## src/rtl/ufl_params.svh

```systemverilog
`ifndef UFL_PARAMS_SVH
`define UFL_PARAMS_SVH
// ==========================================================================
// Register offsets, stored as word indices. Byte address is four times each.
`define UFL_IDX_CTRL      4'h2
`define UFL_IDX_AUX       4'h3
`define UFL_IDX_STATUS    4'h4
`define UFL_IDX_MASK      4'h5
`define UFL_IDX_TXDATA    4'h6
`define UFL_IDX_RXDATA    4'h7
`define UFL_IDX_BAUD      4'h8
// ==========================================================================
// Field positions of the frame loop control register.
`define UFL_B_LOOP        3'd7
`define UFL_B_WAITDIS     3'd6
`define UFL_B_RECEIVER_SOURCE_SELECT        3'd5
`define UFL_B_NINE        3'd4
`define UFL_B_WAKE        3'd3
`define UFL_B_ILT         3'd2
`define UFL_B_PAR         3'd1
`define UFL_B_ODD         3'd0
// Auxiliary control: 0 tx enable, 1 rx enable, 2 standby, 3 direction.
`define UFL_B_TXEN        2'd0
`define UFL_B_RXEN        2'd1
`define UFL_B_STBY        2'd2
`define UFL_B_DIR         2'd3
// Status bits: 0 tx done, 1 rx full, 2 idle, 3 parity error, 4 frame error.
`define UFL_NSTAT         5
`define UFL_S_TXDONE      3'd0
`define UFL_S_RXFULL      3'd1
`define UFL_S_IDLE        3'd2
`define UFL_S_PERR        3'd3
`define UFL_S_FERR        3'd4
// ==========================================================================
// Reset values and timing.
`define UFL_CTRL_RST      8'h00
`define UFL_BAUD_RST      16'h0364
`define UFL_OSR           4'hf
`define UFL_IDLE_BITS     4'ha
`endif

```

## src/rtl/ufl_pkg.sv

```systemverilog
package ufl_pkg;
  // Serial engine phases shared by transmitter and receiver.
  typedef enum logic [2:0] {
    UFL_IDLE, UFL_START, UFL_DATA, UFL_STOP
  } ufl_phase_t;
endpackage

```

## src/rtl/ufl_tx.sv

```systemverilog
`timescale 1ns/10ps
`include "ufl_params.svh"
module ufl_tx (
  input  wire logic       clock_i,
  input  wire logic       rst_b_i,
  input  wire logic       tick_i,
  input  wire logic       start_i,
  input  wire logic [8:0] data_i,
  input  wire logic       nine_i,
  input  wire logic       par_i,
  input  wire logic       odd_i,
  output logic            line_o,
  output logic            busy_o,
  output logic            done_o
);
  ufl_pkg::ufl_phase_t state_r;
  logic [9:0]          shift_r;
  logic [3:0]          cnt_r;
  logic [3:0]          os_r;
  logic [3:0]          nbits;
  logic [8:0]          frame;
  logic                parity;

  // ========================================================================
  // Frame build: parity replaces the top character bit.
  assign nbits  = nine_i ? 4'd9 : 4'd8;
  assign parity = (nine_i ? ^data_i[7:0] : ^data_i[6:0]) ^ odd_i;
  assign frame  = !par_i ? data_i :
                  nine_i ? {parity, data_i[7:0]} :
                           {1'b0, parity, data_i[6:0]};
  assign busy_o = (state_r != ufl_pkg::UFL_IDLE);

  // Bit sequencer, one bit per sixteen oversample ticks.
  always_ff @(posedge clock_i or negedge rst_b_i) begin
    if (!rst_b_i) begin
      state_r <= ufl_pkg::UFL_IDLE;
      shift_r <= 10'h000;
      cnt_r   <= 4'h0;
      os_r    <= 4'h0;
      line_o  <= 1'b1;
      done_o  <= 1'b0;
    end else begin
      done_o <= 1'b0;
      case (state_r)
        ufl_pkg::UFL_IDLE: begin
          line_o <= 1'b1;
          if (start_i) begin
            shift_r <= {1'b1, frame};
            state_r <= ufl_pkg::UFL_START;
            os_r    <= 4'h0;
          end
        end
        ufl_pkg::UFL_START: begin
          line_o <= 1'b0;
          if (tick_i) begin
            os_r <= os_r + 4'h1;
            if (os_r == `UFL_OSR) begin
              state_r <= ufl_pkg::UFL_DATA;
              cnt_r   <= 4'h0;
            end
          end
        end
        ufl_pkg::UFL_DATA: begin
          line_o <= shift_r[0];
          if (tick_i) begin
            os_r <= os_r + 4'h1;
            if (os_r == `UFL_OSR) begin
              shift_r <= {1'b1, shift_r[9:1]};
              cnt_r   <= cnt_r + 4'h1;
              if (cnt_r == nbits - 4'h1) begin
                state_r <= ufl_pkg::UFL_STOP;
              end
            end
          end
        end
        default: begin
          line_o <= 1'b1;
          if (tick_i) begin
            os_r <= os_r + 4'h1;
            if (os_r == `UFL_OSR) begin
              state_r <= ufl_pkg::UFL_IDLE;
              done_o  <= 1'b1;
            end
          end
        end
      endcase
    end
  end
endmodule

```

## src/rtl/ufl_rx.sv

```systemverilog
`timescale 1ns/10ps
`include "ufl_params.svh"
module ufl_rx (
  input  wire logic       clock_i,
  input  wire logic       rst_b_i,
  input  wire logic       tick_i,
  input  wire logic       en_i,
  input  wire logic       line_i,
  input  wire logic       nine_i,
  input  wire logic       par_i,
  input  wire logic       odd_i,
  input  wire logic       ilt_i,
  output logic [8:0]      data_o,
  output logic            done_o,
  output logic            perr_o,
  output logic            ferr_o,
  output logic            idle_o
);
  ufl_pkg::ufl_phase_t state_r;
  logic [8:0]          shift_r;
  logic [3:0]          cnt_r;
  logic [3:0]          os_r;
  logic [3:0]          idle_r;
  logic [3:0]          ios_r;
  logic                armed_r;
  logic [3:0]          nbits;
  logic                mid;
  logic                last;
  logic [8:0]          word;
  logic                perr;
  logic                perr_r;

  // ========================================================================
  // Sampling decode and parity check over character including parity bit.
  assign nbits = nine_i ? 4'd9 : 4'd8;
  assign mid   = tick_i && (os_r == 4'h7);
  assign last  = tick_i && (os_r == `UFL_OSR);
  assign word  = nine_i ? {line_i, shift_r[8:1]} : {1'b0, line_i, shift_r[8:2]};
  assign perr  = par_i && ((^word) != odd_i);

  // Receive sequencer.
  always_ff @(posedge clock_i or negedge rst_b_i) begin
    if (!rst_b_i) begin
      state_r <= ufl_pkg::UFL_IDLE;
      shift_r <= 9'h000;
      cnt_r   <= 4'h0;
      os_r    <= 4'h0;
      data_o  <= 9'h000;
      done_o  <= 1'b0;
      perr_o  <= 1'b0;
      ferr_o  <= 1'b0;
      perr_r  <= 1'b0;
    end else begin
      done_o <= 1'b0;
      perr_o <= 1'b0;
      ferr_o <= 1'b0;
      if (tick_i) begin
        os_r <= os_r + 4'h1;
      end
      case (state_r)
        ufl_pkg::UFL_IDLE: begin
          os_r <= 4'h0;
          if (en_i && !line_i) begin
            state_r <= ufl_pkg::UFL_START;
          end
        end
        ufl_pkg::UFL_START: begin
          if (mid) begin
            state_r <= line_i ? ufl_pkg::UFL_IDLE : ufl_pkg::UFL_DATA;
            os_r    <= 4'h8;
            cnt_r   <= 4'h0;
          end
        end
        ufl_pkg::UFL_DATA: begin
          if (mid) begin
            shift_r <= {line_i, shift_r[8:1]};
            cnt_r   <= cnt_r + 4'h1;
            if (cnt_r == nbits - 4'h1) begin
              state_r <= ufl_pkg::UFL_STOP;
              data_o  <= word;
              perr_r  <= perr;
            end
          end
        end
        default: begin
          if (mid) begin
            state_r <= ufl_pkg::UFL_IDLE;
            done_o  <= 1'b1;
            ferr_o  <= !line_i;
            perr_o  <= perr_r; // Reported with done so status can pair them.
          end
        end
      endcase
    end
  end

  // Idle counter: counts high bit times, origin chosen by type bit.
  always_ff @(posedge clock_i or negedge rst_b_i) begin
    if (!rst_b_i) begin
      idle_r  <= 4'h0;
      ios_r   <= 4'h0;
      armed_r <= 1'b0;
      idle_o  <= 1'b0;
    end else begin
      idle_o <= 1'b0;
      if (!en_i || !line_i ||
          (ilt_i && state_r != ufl_pkg::UFL_IDLE)) begin
        idle_r <= 4'h0;
        ios_r  <= 4'h0;
        if (!line_i) begin
          armed_r <= 1'b1;
        end
      end else if (tick_i) begin
        ios_r <= ios_r + 4'h1;
        if (ios_r == `UFL_OSR && idle_r != `UFL_IDLE_BITS) begin
          idle_r <= idle_r + 4'h1;
          if (idle_r == `UFL_IDLE_BITS - 4'h1 && armed_r) begin
            idle_o  <= 1'b1;
            armed_r <= 1'b0;
          end
        end
      end
    end
  end
endmodule

```

## src/rtl/ufl_top.sv

```systemverilog
// The APB register port was chosen for this implementation.
`timescale 1ns/10ps
`include "ufl_params.svh"
module ufl_top (
  input  wire logic        clock_i,
  input  wire logic        rst_b_i,
  input  wire logic        psel_i,
  input  wire logic        penable_i,
  input  wire logic        pwrite_i,
  input  wire logic [7:0]  paddr_i,
  input  wire logic [31:0] pwdata_i,
  output logic [31:0]      prdata_o,
  output logic             pready_o,
  output logic             pslverr_o,
  input  wire logic        wait_mode_i,
  input  wire logic        rx_pin_i,
  input  wire logic        tx_pin_i,
  output logic             tx_pin_o,
  output logic             tx_pin_oe_o,
  output logic             irq_o
);
  logic [7:0]  ctrl_r;
  logic [3:0]  aux_r;
  logic [4:0]  status_r;
  logic [4:0]  mask_r;
  logic [8:0]  txdata_r;
  logic [8:0]  rxdata_r;
  logic [15:0] baud_r;
  logic [15:0] bcnt_r;
  logic        tick_r;
  logic        txgo_r;
  logic        rx_line_r;

  // ==========================================================================
  // Option decode.
  logic loop_select;
  logic wait_mode_disable;
  logic receiver_source_select;
  logic nine_bit;
  logic wake_addr;
  logic idle_count_origin;
  logic parity_on;
  logic parity_odd_select;
  logic tx_en;
  logic rx_en;
  logic receiver_standby;
  logic single_line_direction;
  logic halted;
  logic single_wire;

  assign loop_select            = ctrl_r[`UFL_B_LOOP];
  assign wait_mode_disable      = ctrl_r[`UFL_B_WAITDIS];
  assign receiver_source_select = ctrl_r[`UFL_B_RECEIVER_SOURCE_SELECT];
  assign nine_bit               = ctrl_r[`UFL_B_NINE];
  assign wake_addr              = ctrl_r[`UFL_B_WAKE];
  assign idle_count_origin      = ctrl_r[`UFL_B_ILT];
  assign parity_on              = ctrl_r[`UFL_B_PAR];
  assign parity_odd_select      = ctrl_r[`UFL_B_ODD];
  assign tx_en                  = aux_r[`UFL_B_TXEN];
  assign rx_en                  = aux_r[`UFL_B_RXEN];
  assign receiver_standby       = aux_r[`UFL_B_STBY];
  assign single_line_direction  = aux_r[`UFL_B_DIR];
  assign halted      = wait_mode_i && wait_mode_disable;
  assign single_wire = loop_select && receiver_source_select;

  // ==========================================================================
  // APB decode.
  logic [5:0] widx;
  logic       aligned;
  logic       access;
  logic       wr;
  logic       hit_ctrl;
  logic       hit_aux;
  logic       hit_stat;
  logic       hit_mask;
  logic       hit_tx;
  logic       hit_rx;
  logic       hit_baud;
  logic       mapped;
  logic [31:0] rdata;

  assign widx     = paddr_i[7:2];
  assign aligned  = (paddr_i[1:0] == 2'b00);
  assign access   = psel_i && penable_i && pready_o;
  assign hit_ctrl = aligned && (widx == {2'b00, `UFL_IDX_CTRL});
  assign hit_aux  = aligned && (widx == {2'b00, `UFL_IDX_AUX});
  assign hit_stat = aligned && (widx == {2'b00, `UFL_IDX_STATUS});
  assign hit_mask = aligned && (widx == {2'b00, `UFL_IDX_MASK});
  assign hit_tx   = aligned && (widx == {2'b00, `UFL_IDX_TXDATA});
  assign hit_rx   = aligned && (widx == {2'b00, `UFL_IDX_RXDATA});
  assign hit_baud = aligned && (widx == {2'b00, `UFL_IDX_BAUD});
  assign mapped   = hit_ctrl || hit_aux || hit_stat || hit_mask ||
                    hit_tx || hit_rx || hit_baud;
  assign wr       = access && pwrite_i;

  // Read mux, unused upper bits read zero.
  always_comb begin
    if (hit_ctrl) begin
      rdata = {24'h000000, ctrl_r};
    end else if (hit_aux) begin
      rdata = {28'h0000000, aux_r};
    end else if (hit_stat) begin
      rdata = {27'h0000000, status_r};
    end else if (hit_mask) begin
      rdata = {27'h0000000, mask_r};
    end else if (hit_tx) begin
      rdata = {23'h000000, txdata_r};
    end else if (hit_rx) begin
      rdata = {23'h000000, rxdata_r};
    end else if (hit_baud) begin
      rdata = {16'h0000, baud_r};
    end else begin
      rdata = 32'h00000000;
    end
  end

  // Slave answers after one wait cycle: setup, wait, then ready.
  always_ff @(posedge clock_i or negedge rst_b_i) begin
    if (!rst_b_i) begin
      pready_o  <= 1'b0;
      prdata_o  <= 32'h00000000;
      pslverr_o <= 1'b0;
    end else begin
      pready_o  <= psel_i && penable_i && !pready_o;
      prdata_o  <= rdata;
      pslverr_o <= psel_i && penable_i && !pready_o && !mapped;
    end
  end

  // ==========================================================================
  // Engines and pin routing.
  logic       tx_line;
  logic       tx_busy;
  logic       tx_done;
  logic [8:0] rx_data;
  logic       rx_done;
  logic       rx_perr;
  logic       rx_ferr;
  logic       rx_idle;
  logic       rx_in;
  logic       rx_run;
  logic       drive;
  logic       wake_idle;
  logic       wake_mark;
  logic [4:0] events;

  // Receiver input: pin, internal loop, or shared transmit pin node.
  assign rx_in = !loop_select ? rx_pin_i :
                 receiver_source_select ? tx_pin_i :
                 tx_line;
  assign rx_run = rx_en && !halted;
  // Single wire drives only when direction says out.
  assign drive = tx_en && !halted &&
                 (!single_wire || single_line_direction);
  assign wake_idle = !wake_addr && rx_idle;
  assign wake_mark = wake_addr && rx_done &&
                     (nine_bit ? rx_data[8] : rx_data[7]);
  assign events = {rx_done && rx_ferr,
                   rx_done && rx_perr,
                   rx_idle,
                   rx_done && !(receiver_standby && !wake_mark),
                   tx_done};

  // Registered receive line keeps the combinational loop off the pins.
  always_ff @(posedge clock_i or negedge rst_b_i) begin
    if (!rst_b_i) begin
      rx_line_r <= 1'b1;
    end else begin
      rx_line_r <= rx_in;
    end
  end

  // Oversample tick divider.
  always_ff @(posedge clock_i or negedge rst_b_i) begin
    if (!rst_b_i) begin
      bcnt_r <= 16'h0000;
      tick_r <= 1'b0;
    end else begin
      tick_r <= 1'b0;
      if (halted || bcnt_r >= baud_r) begin
        bcnt_r <= 16'h0000;
        tick_r <= !halted;
      end else begin
        bcnt_r <= bcnt_r + 16'h0001;
      end
    end
  end

  ufl_tx u_tx (
    .clock_i (clock_i),
    .rst_b_i (rst_b_i),
    .tick_i  (tick_r),
    .start_i (txgo_r && tx_en && !halted),
    .data_i  (txdata_r),
    .nine_i  (nine_bit),
    .par_i   (parity_on),
    .odd_i   (parity_odd_select),
    .line_o  (tx_line),
    .busy_o  (tx_busy),
    .done_o  (tx_done)
  );

  ufl_rx u_rx (
    .clock_i (clock_i),
    .rst_b_i (rst_b_i),
    .tick_i  (tick_r),
    .en_i    (rx_run),
    .line_i  (rx_line_r),
    .nine_i  (nine_bit),
    .par_i   (parity_on),
    .odd_i   (parity_odd_select),
    .ilt_i   (idle_count_origin),
    .data_o  (rx_data),
    .done_o  (rx_done),
    .perr_o  (rx_perr),
    .ferr_o  (rx_ferr),
    .idle_o  (rx_idle)
  );

  // ==========================================================================
  // Registers.
  // Option register, all zero after reset.
  always_ff @(posedge clock_i or negedge rst_b_i) begin
    if (!rst_b_i) begin
      ctrl_r <= `UFL_CTRL_RST;
    end else if (wr && hit_ctrl) begin
      ctrl_r <= pwdata_i[7:0];
    end
  end

  // Auxiliary control; hardware wakeup clears standby and wins over write.
  always_ff @(posedge clock_i or negedge rst_b_i) begin
    if (!rst_b_i) begin
      aux_r <= 4'h0;
    end else begin
      if (wr && hit_aux) begin
        aux_r <= pwdata_i[3:0];
      end
      if (receiver_standby && (wake_idle || wake_mark)) begin
        aux_r[`UFL_B_STBY] <= 1'b0;
      end
    end
  end

  // Sticky status, write one to clear, new events win.
  always_ff @(posedge clock_i or negedge rst_b_i) begin
    if (!rst_b_i) begin
      status_r <= 5'h00;
    end else begin
      status_r <= (status_r & ~((wr && hit_stat) ? pwdata_i[4:0] : 5'h00))
                  | events;
    end
  end

  // Mask, baud divisor and transmit data.
  always_ff @(posedge clock_i or negedge rst_b_i) begin
    if (!rst_b_i) begin
      mask_r   <= 5'h00;
      baud_r   <= `UFL_BAUD_RST;
      txdata_r <= 9'h000;
      txgo_r   <= 1'b0;
    end else begin
      if (wr && hit_mask) begin
        mask_r <= pwdata_i[4:0];
      end
      if (wr && hit_baud) begin
        baud_r <= pwdata_i[15:0];
      end
      if (wr && hit_tx) begin
        txdata_r <= pwdata_i[8:0];
        txgo_r   <= 1'b1;
      end else if (tx_busy) begin
        txgo_r <= 1'b0;
      end
    end
  end

  // Receive data held unless standby suppresses non-waking characters.
  always_ff @(posedge clock_i or negedge rst_b_i) begin
    if (!rst_b_i) begin
      rxdata_r <= 9'h000;
    end else if (rx_done && !(receiver_standby && !wake_mark)) begin
      rxdata_r <= rx_data;
    end
  end

  // Pin and interrupt outputs, all registered.
  always_ff @(posedge clock_i or negedge rst_b_i) begin
    if (!rst_b_i) begin
      tx_pin_o    <= 1'b1;
      tx_pin_oe_o <= 1'b0;
      irq_o       <= 1'b0;
    end else begin
      tx_pin_o    <= tx_line;
      tx_pin_oe_o <= drive;
      irq_o       <= |(status_r & mask_r);
    end
  end
endmodule

```

## config.mk

```make
export PLATFORM = sky130hd
export DESIGN_NAME = ufl_top
export DESIGN_NICKNAME = d
export VERILOG_FILES = /design/src/rtl/ufl_pkg.sv /design/src/rtl/ufl_tx.sv /design/src/rtl/ufl_rx.sv /design/src/rtl/ufl_top.sv
export VERILOG_INCLUDE_DIRS = /design/src /design/src/rtl
export SDC_FILE = /design/constraint.sdc
export NUM_CORES = 1
export LEC_CHECK = 0
export ABC_AREA = 1
export BUFFER_PORTS_ARGS = -buffer_cell sky130_fd_sc_hd__buf_4
export CAP_MARGIN = 30
export CORE_UTILIZATION = 30
export DETAILED_ROUTE_END_ITERATION = 8
export HOLD_SLACK_MARGIN = 0.06
export PLACE_DENSITY_LB_ADDON = 0.15
export SYNTH_ARGS = -nofsm -noshare
export SYNTH_HDL_FRONTEND = slang
export SYNTH_SLANG_ARGS = --single-unit
export TNS_END_PERCENT = 100
```

## constraint.sdc

```tcl
create_clock -name clock_i -period 1.9 [get_ports clock_i]
set_clock_uncertainty 0.05 [all_clocks]
set_input_delay 0.38 -clock clock_i [delete_from_list [all_inputs] [get_ports clock_i]]
set_output_delay 0.38 -clock clock_i [all_outputs]
set_load 0.01 [all_outputs]
```

Yosys cells after proc, flatten, opt, wreduce, memory -nomap -nowiden
Index checks and enable logic that the tools add are counted.
{"block": "word_totals", "register_bits": 178, "out_inout_bits": 37, "word_cells": 252, "in_bits": 48}
{"block": "classes", "add_sub_neg": 8, "eq_ne": 30, "muxes": 80, "n_reduce_logical": 91, "order_cmp": 1, "n_bitwise": 5}
{"operator": "two-way mux 32 bit", "n": 3}
{"operator": "two-way mux 16 bit", "n": 5}
{"operator": "two-way mux 4 bit", "n": 16}
{"operator": "two-way mux 3 bit", "n": 14}
{"operator": "logical AND 1 bit", "n": 39}
{"operator": "two-way mux 10 bit", "n": 3}
{"operator": "two-way mux 1 bit", "n": 27}
{"operator": "two-way mux 9 bit", "n": 3}
{"operator": "adder 4 x 1 -> 4 bit (second input constant)", "n": 6}
{"operator": "equality test 6 x 3 -> 1 bit (second input constant)", "n": 4}
{"operator": "one-hot mux 4 bit (2 select lines)", "n": 3}
{"operator": "nonzero test 2 bit", "n": 11}
{"operator": "one-hot mux 10 bit (2 select lines)", "n": 1}
{"operator": "one-hot mux 3 bit (3 select lines)", "n": 2}
{"operator": "adder 16 x 1 -> 16 bit (second input constant)", "n": 1}
{"operator": "greater-or-equal comparator 16 bit", "n": 1}
{"operator": "inequality test 2 x 1 -> 1 bit (second input constant)", "n": 8}
{"operator": "equality test 4 bit (second input constant)", "n": 3}
{"operator": "equality test 6 x 2 -> 1 bit (second input constant)", "n": 2}
{"operator": "logical OR 1 bit", "n": 11}
{"operator": "AND 5 bit", "n": 2}
{"operator": "AND reduction 5 bit", "n": 2}
{"operator": "logical NOT 1 bit", "n": 9}
{"operator": "XOR reduction 9 bit", "n": 1}
{"operator": "26 further kinds", "n": 38}

Logic depth before layout (Yosys ltp)
Gate-level depths: netlist of the first run.
{"block": "depth", "ltp_word": 10, "mapped_depth": 14, "ltp_nobuf": 14}

Cells and area by module
From an unflattened synthesis of the first run, not the netlist that was laid out.
{"block": "hier_totals", "hier_cells": 1044, "area_unflattened_um2": 8419.3}
{"module": "ufl_top", "cells_per_inst": 580, "area_per_inst_um2": 4858.4, "instances": 1, "seq_area_each_um2": 2411.1}
{"module": "ufl_rx", "cells_per_inst": 289, "area_per_inst_um2": 2227.1, "instances": 1, "seq_area_each_um2": 1026.0}
{"module": "ufl_tx", "cells_per_inst": 175, "area_per_inst_um2": 1333.8, "instances": 1, "seq_area_each_um2": 551.8}

Least setup slack after synthesis of the first run
No wires, ideal clock.
{"block": "synth_path", "kind": "reg-to-reg", "from": "reg baud_r[9]", "to": "reg bcnt_r[11]", "path_stages_with_launch": 9, "n_path_buf": 1, "setup_slack_ns": 0.079, "synth_period_minus_slack_ns": 1.821, "setup_ns": 0.120, "required_time_ns": 1.730, "arrival_time_ns": 1.651, "path_cell_list": "dfstp_2 -> inv_1 -> ha_1 -> nand2_1 -> nor3_1 -> nand3_1 -> nand4_1 -> buf_2 -> nor2_1"}
{"block": "synth_between", "elab_chain_len": 3}
{"element": "from (decl)", "line_no": "ufl_top.sv:28", "text": "logic [15:0] baud_r;"}
{"element": "from (signal assigned)", "line_no": "ufl_top.sv:259", "text": "baud_r <= `UFL_BAUD_RST;"}
{"element": "from (signal assigned)", "line_no": "ufl_top.sv:267", "text": "baud_r <= pwdata_i[15:0];"}
{"element": "greater-or-equal comparator 16 bit", "line_no": "ufl_top.sv:180", "text": "if (halted || bcnt_r >= baud_r) begin"}
{"element": "logical OR 1 bit", "line_no": "ufl_top.sv:180"}
{"element": "two-way mux 16 bit", "line_no": "ufl_top.sv:180"}
{"element": "to (signal assigned)", "line_no": "ufl_top.sv:184", "text": "bcnt_r <= bcnt_r + 16'h0001;"}
{"element": "to (decl)", "line_no": "ufl_top.sv:29", "text": "logic [15:0] bcnt_r;"}
No other way between the ends.
A chain may end at the register's enable or synchronous reset.

Worst setup path in the final report of the first run
{"block": "layout_path", "from": "reg baud_r[5]", "to": "reg bcnt_r[10]"}
Same word-level chain as after synthesis.

==> results of run 1 <==
[cell type report]
| class | instances | share of cell area (%) |
|---|---|---|
| multi-input cells | 657 | 36.3 |
| flip-flops and latches | 159 | 40.2 |
| clock buffers | 18 | 4.42 |
| inverters | 118 | 4.49 |
| repair buffers | 102 | 8.79 |
| clock inverters | 14 | 1.56 |
| well taps | 335 | 4.22 |
[registers in the layout, summed over array words and instances (netlist names), 8 cells and up]
register and cells:
ctrl_r 8, u_tx.shift_r 10, prdata_o 16, txdata_r 9, u_rx.data_o 9, baud_r 16
rxdata_r 9, bcnt_r 16, u_rx.shift_r 8
[cell families (layout without fill, tap and decap cells)]
family / count (synthesis) / count (layout)
AOI/OAI and AO/OA: 151 / 151
xor gates and xnor gates: 18 / 18
adders and majority gates: 33 / 33
buffers and inverters: 153 / 252
DFF: 159 / 159
muxes: 9 / 9
other: 1 / 16
and+or+nand+nor: 430 / 430
[critical path: cells and delay by family (launching register included)]
kind | cells | cell delay, ps
AOI/OAI and AO/OA | 2 | 270
adders and majority gates | 1 | 210
buffers and inverters | 3 | 370
DFF | 1 | 540
and+or+nand+nor | 4 | 400
[stage by stage]
stage,power (uW),area [sq um],setup TNS (ps)
after floorplan,4060,8110,0
after detailed placement,4350,9090,-86.3
final,7930,9930,0
after CTS,7900,9780,0
after global placement,4350,9090,-93.3
after global routing,8290,9930,-272
[routing by layer]
metal	vias up	track usage, %
met5	-	0
met4	0	3.78
met3	12	3.10
met2	121	23.7
met1	2995	22.2
li1	3257	-
[power by group through the flow]
stage | registers, uW | clock network (uW) | logic, uW
after detailed placement | 3670 | 0 | 685
final | 3620 | 3520 | 789
after global placement | 3670 | 0 | 684
after floorplan | 3640 | 0 | 411
after CTS | 3610 | 3580 | 701
after global routing | 3630 | 3750 | 907
[timing repair]
| item | CTS | global route |
|---|---|---|
| gates resized for setup | 12 | 24 |
| setup buffers | 1 | 4 |
| endpoints found under the hold margin | 31 | 0 |
| gates cloned | 1 | 0 |
| endpoints found under the setup margin | 4 | 25 |
| pin swaps | 4 | 7 |
| hold buffers | 1 | 0 |
[worst max path at each step]
stage | depth (start not counted) | start | endpoint | slack [ps]
detailed placement | 9 | u_tx.state_r[0]$_DFFE_PN0P_ | u_tx.state_r[0]$_DFFE_PN0P_ | -40
CTS | 11 | baud_r[2]$_DFFE_PN1P_ | bcnt_r[10]$_DFF_PN0_ | 2
floorplan | 8 | baud_r[9]$_DFFE_PN1P_ | bcnt_r[11]$_DFF_PN0_ | 80
finish | 10 | baud_r[5]$_DFFE_PN1P_ | bcnt_r[10]$_DFF_PN0_ | 10
global placement | 9 | u_tx.state_r[0]$_DFFE_PN0P_ | u_tx.state_r[0]$_DFFE_PN0P_ | -50
global route | 10 | baud_r[5]$_DFFE_PN1P_ | bcnt_r[10]$_DFF_PN0_ | -80
[cell usage in the layout (no fill, tap or decap), types with 12 or more instances in the layout]
master | Yosys | final
nand4_1 | 19 | 19
dfrtp_1 | 151 | 151
buf_4 | 19 | 93
clkbuf_16 | 0 | 17
a21oi_1 | 33 | 28
nand3_1 | 38 | 37
xor2_1 | 13 | 13
inv_1 | 112 | 105
o21ai_0 | 70 | 68
inv_2 | 6 | 12
nor2_1 | 85 | 81
conb_1 | 1 | 16
nand2_1 | 253 | 252
ha_1 | 33 | 26
==> run_results.csv, run 1 <==
group,metric,value,unit
synth,synth-seq-cells,159,
global_routing,grt_pass1_wl,33200,um
global_routing,first_global_vias,5989,
run_status,status,"finished, violations left",
clock_tree,clockBufferDepth,2,
routing,routed_wl,20200,um
routing,met1_length,10200,um
pwr,power_density,799,nW/um^2
synth,yosys.area_share.simple,22.9,%
routing,antenna_left,0,
pwr,p_switching,2080,uW
pwr,p_int,5850,uW
die,die_h,166,um
pwr,p_sw_share,26.2,%
worst_setup_path,cpPeakStageDelay,540,ps
routing,viasPerCell,4.55,
synth,synth_top_area_share,46.9,%
layout,seq_area,3990,sq um
worst_setup_path,r2r_slack,10,ps
clock_tree,cts_buffers,17,
sta,finalCriticalPeriod,1890,ps
synth,synthCells,954,
routing,first_pass_iters,7,
worst_setup_path,worstPathArrival,2200,ps
die,dieArea,27500,sq um
synth,synth_top_family_by_area,"simple AND/OR/NAND/NOR gates",
placed_design,pre_cts_ws,-39.9,ps
clock_tree,clkLatencyLatePin,430,ps
synth,synth-adder-area-share,5.13,%
placed_design,place_congestion,0.808,
sta,setup_viol,0,
die,die_w,166,um
routing,wl_per_cell,14.4,um
run_status,violations,"design-rule violations",
worst_setup_path,cp-start-kind,"flop",
routing,dr_wl_met3,720,um
placed_design,numPortBuffers,52,
layout,syn_to_final_growth,23.2,%
layout,multiInputGateArea,3610,sq um
routing,drc,8,
sta,grt_setup_unrepaired,"true",
pwr,pwr-share-clk,44.4,%
clock_tree,cts_sinks,159,
pwr,power_leakage,0.00486,uW
synth,yosysSeqAreaShare,49.5,%
clock_tree,cts_root_buffer,"clkbuf_16",
synth,synthTopCellsByCount,"253 x nand2_1, 151 x dfrtp_1, 112 x inv_1",
clock_tree,cts_tree,"yes",
synth,synth_area_per_cell,8.44,sq um
layout,finish.utilization,37.9,%
die,ios,85,
routing,first_iter_violations,416,
global_routing,overflow,0,
hold_path,worstHoldStart,"pwdata_i[2]",
layout,stdcell_count,1403,
hold_path,hp-class,"input pin to flop",
worst_setup_path,path_class,"flop to flop",
global_routing,grt_max_degree,40,
synth,synthArstFlopShare,100,%
sta,whs,146,ps
synth,synthMuxAreaShare,1.26,%
sta,fmax,530,MHz
synth,synth_edf_count,0,
synth,synth.most_common_cell,"nand2_1",
placed_design,placedCellCount,1364,
die,fp.coreArea,26200,sq um
worst_setup_path,cp_max_fo,8,
synth,syn_area,8060,sq um
routing,vias,6385,
die,rows,59,
synth,yosys.area.top_type,"dfrtp_1",
clock_tree,htreeDepth,4,
worst_setup_path,crit_path_frequent_cell,"nand2_1",
synth,ys.flop_type,"dfrtp_1",
worst_setup_path,slowest_stage,"dfstp_2",
global_routing,grt_antenna_before_repair,0,
pwr,p_seq_share,45.7,%
clock_tree,cts.reportedPaths.clkPinSlew,70,ps
synth,synth_warnings,0,
layout,fin_nets,1136,
sta,period_share,99.3,%
sta,fin_ws,12.5,ps
worst_setup_path,crit_chain,"inv_2 -> ha_4 -> a21oi_2 -> o21a_1 -> nand2_1 -> nand2_1 -> nand4_1 -> buf_4 -> buf_12 -> nor3_4",
global_routing,globalRouteTotalUtil,15.4,%
worst_setup_path,rr_endpoint,"bcnt_r[10]$_DFF_PN0_",
worst_setup_path,r2r_cells,10,
synth,synthXorXnorAreaFrac,1.96,%
layout,antenna_cells,0,
die,initial_core_util,30.7,%
synth,synth.distinct_cells,46,
worst_setup_path,end_kind,"flop",
hold_path,min_to,"aux_r[2]$_DFFE_PN0P_",
worst_setup_path,rr_startpoint,"baud_r[5]$_DFFE_PN1P_",
placed_design,hpwl,14900,um
hold_path,min_delay_path_depth,2,
worst_setup_path,required,2210,ps
job,drv_cap,0,
routing,dr_wl_met2,9070,um
pwr,peakVddDrop,0.000402,V
synth,synth_area_leaders,"dfrtp_1 47%, nand2_1 12%, inv_1 5.2%, ha_1 5.1%, o21ai_0 4.3%",
pwr,comb_power_share,9.9,%
sta,finalMaxSlewViolations,0,
routing,top_layer,"met4",
sta,hold_viol,0,
synth,synth-compound-area-share,10.8,%
layout,fillers,2707,
layout,drive_gt1_share,20.0,%
Power figures use the tool's default switching activity.
==> run 2, diff against run 1 <==
==> constraint.sdc (replaced) <==
create_clock -name clock_i -period 2.05 [get_ports clock_i]
set_clock_uncertainty 0.05 [all_clocks]
set_input_delay 0.41 -clock clock_i [delete_from_list [all_inputs] [get_ports clock_i]]
set_output_delay 0.41 -clock clock_i [all_outputs]
set_load 0.01 [all_outputs]
==> run 2 against run 1 <==
  * The run still ends with design-rule violations left
  * Die area stayed put
  * Via count is 1.5% lower
  * Global-route usage is 0.45 points lower
  * Final cell count is 2.0% lower
  * Combinational power is 29% lower
  * Setup slack better by 140 ps
  * Sequential power is 7.5% lower
  * Critical path depth is 2 lower
  * Register-to-register slack better by 140 ps
  * Design area is 4.2% lower
  * Critical path type unchanged
  * Critical endpoint unchanged
  * Highest routed layer unchanged
==> run_results.csv, run 2 (synthesis results as in run 1) <==
group,metric,value,unit
worst_setup_path,required,2350,ps
sta,grt_setup_unrepaired,"false",
worst_setup_path,crit_chain,"inv_1 -> ha_1 -> a21oi_1 -> o21ai_0 -> a21oi_1 -> nand4_1 -> buf_12 -> nor3_1",
job,drv_cap,0,
placed_design,hpwl,14700,um
die,initial_core_util,30.7,%
placed_design,numPortBuffers,52,
worst_setup_path,cpPeakStageDelay,520,ps
routing,first_iter_violations,363,
layout,antenna_cells,0,
sta,finalMaxSlewViolations,0,
pwr,peakVddDrop,0.000453,V
clock_tree,cts_buffers,17,
worst_setup_path,crit_path_frequent_cell,"a21oi_1",
run_status,violations,"design-rule violations",
die,ios,85,
layout,drive_gt1_share,15.3,%
worst_setup_path,r2r_cells,8,
global_routing,grt_max_degree,47,
pwr,power_leakage,0.00469,uW
worst_setup_path,cp_max_fo,16,
clock_tree,cts_tree,"yes",
worst_setup_path,rr_startpoint,"baud_r[9]$_DFFE_PN1P_",
worst_setup_path,end_kind,"flop",
hold_path,min_to,"aux_r[2]$_DFFE_PN0P_",
layout,final_cell_mix,"253 x nand2_1, 151 x dfrtp_1, 112 x inv_1, 85 x nor2_1, 70 x o21ai_0",
sta,finalCriticalPeriod,1900,ps
worst_setup_path,path_class,"flop to flop",
sta,setup_viol,0,
layout,fin_nets,1108,
pwr,power.total,7070,uW
routing,first_pass_iters,9,
clock_tree,cts_sinks,159,
sta,setup_tns,0,ps
clock_tree,htreeDepth,4,
pwr,power_density,744,nW/um^2
worst_setup_path,crit_buf_inv,2,
clock_tree,clkLatencyLatePin,430,ps
die,dieArea,27500,sq um
die,die_w,166,um
clock_tree,cts.reportedPaths.clkPinSlew,70,ps
routing,antenna_left,0,
die,rows,59,
hold_path,hp-class,"input pin to flop",
clock_tree,cts_root_buffer,"clkbuf_16",
sta,fmax,527,MHz
hold_path,min_delay_path_depth,2,
routing,drc,8,
placed_design,place_congestion,0.844,
die,fp.coreArea,26200,sq um
global_routing,grt_pass1_wl,32400,um
routing,vias,6289,
worst_setup_path,rr_endpoint,"bcnt_r[10]$_DFF_PN0_",
die,die_h,166,um
hold_path,worstHoldStart,"pwdata_i[2]",
sta,period_share,92.5,%
clock_tree,clockBufferDepth,2,
routing,viasPerCell,4.57,
global_routing,first_global_vias,5958,
routing,wl_per_cell,14.1,um
worst_setup_path,r2r_slack,150,ps
routing,routed_wl,19400,um
worst_setup_path,crit_family,"flip-flops",
worst_setup_path,worstPathArrival,2190,ps
worst_setup_path,crit_start,"baud_r[9]$_DFFE_PN1P_",
layout,top_regs,"baud_r x16, bcnt_r x16, prdata_o x16",
global_routing,globalRouteTotalUtil,15.0,%
layout,final_common_cell,"nand2_1",
layout,syn_to_final_growth,18.0,%
run_status,status,"finished, violations left",
global_routing,overflow,0,
sta,hold_viol,0,
worst_setup_path,slowest_stage,"dfstp_2",
worst_setup_path,cp-start-kind,"flop",
global_routing,grt_antenna_before_repair,0,
[run 2: how the worst max path moves through the flow]
stage / to / slack (ps) / cells after the start
detailed placement: u_tx.state_r[0]$_DFFE_PN0P_ / 120 / 9
global route: bcnt_r[7]$_DFF_PN0_ / 7 / 8
floorplan: bcnt_r[11]$_DFF_PN0_ / 230 / 8
CTS: u_tx.state_r[0]$_DFFE_PN0P_ / 110 / 9
finish: bcnt_r[10]$_DFF_PN0_ / 150 / 8
global placement: u_tx.state_r[0]$_DFFE_PN0P_ / 130 / 9
[run 2: layer usage]
layer,global-route usage [%],vias up,share of wire (%)
met5,0,-,0
met4,4.63,0,1.0
met3,2.74,14,4.1
met2,23.0,114,45
met1,21.4,2953,50
li1,-,3208,-
[run 2: power by group]
part | internal (uW) | switching (uW)
Sequential | 3240 | 112
Clock | 1750 | 1410
Combinational | 242 | 322
Total | 5220 | 1850
[run 2: final cells by class]
class	count	area [sq um]
clock buffers	18	439
clock inverters	14	145
fillers	2709	16700
inverters	118	445
multi-input cells	657	3460
flip-flops and latches	159	3990
well taps	335	419
repair buffers	74	612
[run 2: metrics by stage]
stage | util [%] | hold WS [ps] | setup WS (ps) | cell area (sq um) | cells
2_1_floorplan | - | 64.4 | 229 | 8110 | 969
3_3_place_gp | 34.0 | 328 | 129 | 8900 | 1342
3_5_place_dp | 34.0 | 322 | 119 | 8900 | 1342
4_1_cts | 36.2 | 157 | 105 | 9500 | 1375
5_1_grt | 36.3 | 160 | 6.56 | 9510 | 1375
6_report | 36.3 | 169 | 153 | 9510 | 1375
[run 2: worst reg2reg max path, delay by kind of cell, from the launching register on]
| kind | cells | cell delay, ps |
|---|---|---|
| compound gates | 3 | 390 |
| buf+inv | 2 | 250 |
| simple gates | 2 | 300 |
| fa+ha+maj | 1 | 310 |
| flops | 1 | 520 |
[run 2: timing repair]
action,4_1_cts,5_1_grt
gates resized for setup,0,4
endpoints found under the setup margin,0,9
buffers inserted,0,0
hold buffers,1,0
hold endpoints to repair,42,0
==> run 3, diff against run 2 <==
--- a/config.mk
+++ b/config.mk
@@ -15,5 +15,6 @@
 export PLACE_DENSITY_LB_ADDON = 0.15
 export SYNTH_ARGS = -nofsm -noshare
 export SYNTH_HDL_FRONTEND = slang
+export SYNTH_HIERARCHICAL = 1
 export SYNTH_SLANG_ARGS = --single-unit
 export TNS_END_PERCENT = 100
==> run 3 against run 2 <==
  * The flow now finishes without violations
  * Power rose by 11%
  * Clock power about the same
  * Utilization barely moved
  * Final cell count up 9.5%
  * Critical path type unchanged
  * Critical endpoint is now bcnt_r[5]$_DFF_PN0_
  * Largest cell class unchanged
==> run_results.csv, run 3 <==
group,metric,value,unit
die,die_h,170,um
global_routing,grt_max_degree,49,
layout,syn_to_final_growth,17.5,%
synth,synth_warnings,6,
pwr,comb_power_share,14.8,%
worst_setup_path,crit_path_frequent_cell,"nand2_1",
sta,whs,157,ps
worst_setup_path,crit_chain,"inv_1 -> ha_1 -> nand2_1 -> nand2_1 -> nand2_1 -> nand2_1 -> a21oi_1 -> nand4_1 -> buf_4 -> nor2_1",
pwr,pwr-share-clk,39.8,%
sta,fmax,534,MHz
worst_setup_path,crit_family,"flip-flops",
layout,fillers,2855,
global_routing,grt_antenna_before_repair,0,
worst_setup_path,path_class,"flop to flop",
synth,synthTopCellsByCount,"316 x nand2_1, 151 x dfrtp_1, 121 x inv_1",
worst_setup_path,slowest_stage,"dfstp_2",
routing,first_iter_violations,370,
synth,yosysSeqAreaShare,47.4,%
die,dieArea,28700,sq um
sta,period_share,91.3,%
clock_tree,clockBufferDepth,2,
layout,final_cell_mix,"316 x nand2_1, 151 x dfrtp_1, 121 x inv_1, 93 x nor2_1, 77 x buf_4",
synth,synth_area_per_cell,8.06,sq um
run_status,status,"complete, no violations",
worst_setup_path,required,2350,ps
clock_tree,cts_buffers,17,
synth,synthCells,1044,
synth,yosys.area.top_type,"dfrtp_1",
placed_design,place_congestion,0.818,
worst_setup_path,cp_max_fo,10,
synth,synthArstFlopShare,100,%
worst_setup_path,worstPathArrival,2170,ps
layout,final_area,9890,sq um
routing,drc,0,
routing,first_pass_iters,5,
global_routing,first_global_vias,6450,
synth,synth_area_leaders,"dfrtp_1 45%, nand2_1 14%, inv_1 5.4%, ha_1 4.3%, nor2_1 4.1%",
die,initial_core_util,30.9,%
layout,top_regs,"baud_r x16, bcnt_r x16, prdata_o x16",
global_routing,grt_pass1_wl,34300,um
layout,antenna_cells,0,
job,drv_cap,0,
placed_design,numPortBuffers,52,
worst_setup_path,end_kind,"flop",
routing,wl_per_cell,13.7,um
routing,antenna_left,0,
layout,drive_gt1_share,14.5,%
pwr,power_density,794,nW/um^2
routing,routed_wl,20700,um
sta,finalCriticalPeriod,1870,ps
synth,ys.flop_type,"dfrtp_1",
sta,setup_viol,0,
pwr,p_sw_share,29.4,%
die,die_w,170,um
worst_setup_path,cp-start-kind,"flop",
pwr,peakVddDrop,0.000500,V
placed_design,placed_cell_area,9300,sq um
pwr,power.total,7850,uW
die,ios,85,
routing,vias,6654,
worst_setup_path,cpPeakStageDelay,530,ps
sta,tightestPinTransition,502,ps
clock_tree,htreeDepth,4,
sta,hold_viol,0,
pwr,p_switching,2310,uW
pwr,p_int,5540,uW
synth,synth-seq-cells,159,
placed_design,hpwl,15800,um
synth,synth_edf_count,0,
pwr,p_seq_share,45.3,%
pwr,power_leakage,0.00478,uW
synth,synth.most_common_cell,"nand2_1",
clock_tree,clkLatencyLatePin,430,ps
global_routing,overflow,0,
clock_tree,cts_root_buffer,"clkbuf_16",
clock_tree,cts_tree,"yes",
sta,setup_tns,0,ps
synth,synth.distinct_cells,48,
sta,slew-limit-headroom,66.5,%
synth,syn_area,8420,sq um
clock_tree,cts.reportedPaths.clkPinSlew,70,ps
clock_tree,cts_sinks,159,
sta,grt_setup_unrepaired,"false",
global_routing,globalRouteTotalUtil,15.5,%
hold_path,hp-class,"input pin to flop",
layout,fin_nets,1198,
sta,finalMaxSlewViolations,0,
die,rows,60,
die,fp.coreArea,27300,sq um
synth,synth_top_area_share,44.9,%
layout,final_common_cell,"nand2_1",
routing,viasPerCell,4.42,
worst_setup_path,crit_buf_inv,2,
## run 3: cell count changes after synthesis, sizes merged, moves of 4 or more
cell   before  now
nor3       13   17
nand3      38   57
nor3b       4    0
nor2       92  104
ha         33   29
o21ai      84   78
o22ai       6    2
inv       118  126
nand2     260  322
## run 3: final cells by class
cell class,instances,area [sq um],area share (%)
multi-input combinational,733,3700,37.4
clock buffer,18,439,4.44
inverter,127,484,4.90
sequential,159,3990,40.3
timing repair buffer,83,679,6.87
tap,372,465,4.71
clock inverter,14,134,1.35
## run 3: kinds of logic after synthesis
family	count (synthesis)	share of synthesized area, %
adders and majority gates	29	4.31
and+or+nand+nor	526	26.9
AOI/OAI and AO/OA	134	8.72
xor gates and xnor gates	21	2.18
DFF	159	47.4
other	1	0.0445
buffers and inverters	167	9.41
muxes	7	1.03
## run 3: what timing repair did
action / 4_1_cts / 5_1_grt
endpoints found under the hold margin: 40 / 0
setup endpoints to repair: 0 / 5
setup buffers: 0 / 0
gates resized for setup: 0 / 1
hold buffers: 1 / 0
## run 3: per-stage QoR
| stage | utilization [%] | instances | setup slack, ps |
|---|---|---|---|
| floorplan | - | 1059 | 255 |
| finish | 36.3 | 1506 | 178 |
| global route | 36.3 | 1506 | 3.20 |
| CTS | 36.3 | 1506 | 160 |
| detailed placement | 34.1 | 1473 | 163 |
| global placement | 34.1 | 1473 | 159 |
## run 3: worst reg2reg max path, cell delays in order (launching register included)
cell and delay (ps):
dfstp_2 530, inv_1 50, ha_1 300, nand2_1 60
nand2_1 40, nand2_1 50, nand2_1 70, a21oi_1 200
nand4_1 150, buf_4 200, nor2_1 100
## run 3: worst paths after layout
path | endpoint | startpoint | cells past startpoint | slack, ps
max | bcnt_r[5]$_DFF_PN0_ | baud_r[9]$_DFFE_PN1P_ | 10 | 180
min | baud_r[14]$_DFFE_PN0P_ | pwdata_i[14] | 2 | 160
max reg2reg | bcnt_r[5]$_DFF_PN0_ | baud_r[9]$_DFFE_PN1P_ | 10 | 180
min reg2reg | tx_pin_o$_DFF_PN1_ | u_tx/line_o$_DFF_PN1_ | 0 | 320
max in group asynchronous | baud_r[2]$_DFFE_PN1P_ | rst_b_i | 3 | 900
min in group asynchronous | prdata_o[12]$_DFF_PN0_ | rst_b_i | 2 | 440
## run 3: layer usage
layer	track usage, %	share of wire (%)	vias to the layer above
li1	-	-	3452
met1	20.7	48	3117
met4	3.84	0.87	0
met5	0	0	-
met3	2.92	2.7	12
met2	25.9	48	73
## run 3: power groups by stage
stage | logic, uW | registers [uW] | clock network, uW
3_5_place_dp | 1180 | 3610 | 0
2_1_floorplan | 867 | 3580 | 0
4_1_cts | 1190 | 3560 | 3230
6_report | 1160 | 3560 | 3130
3_3_place_gp | 1180 | 3610 | 0
5_1_grt | 1360 | 3590 | 3350
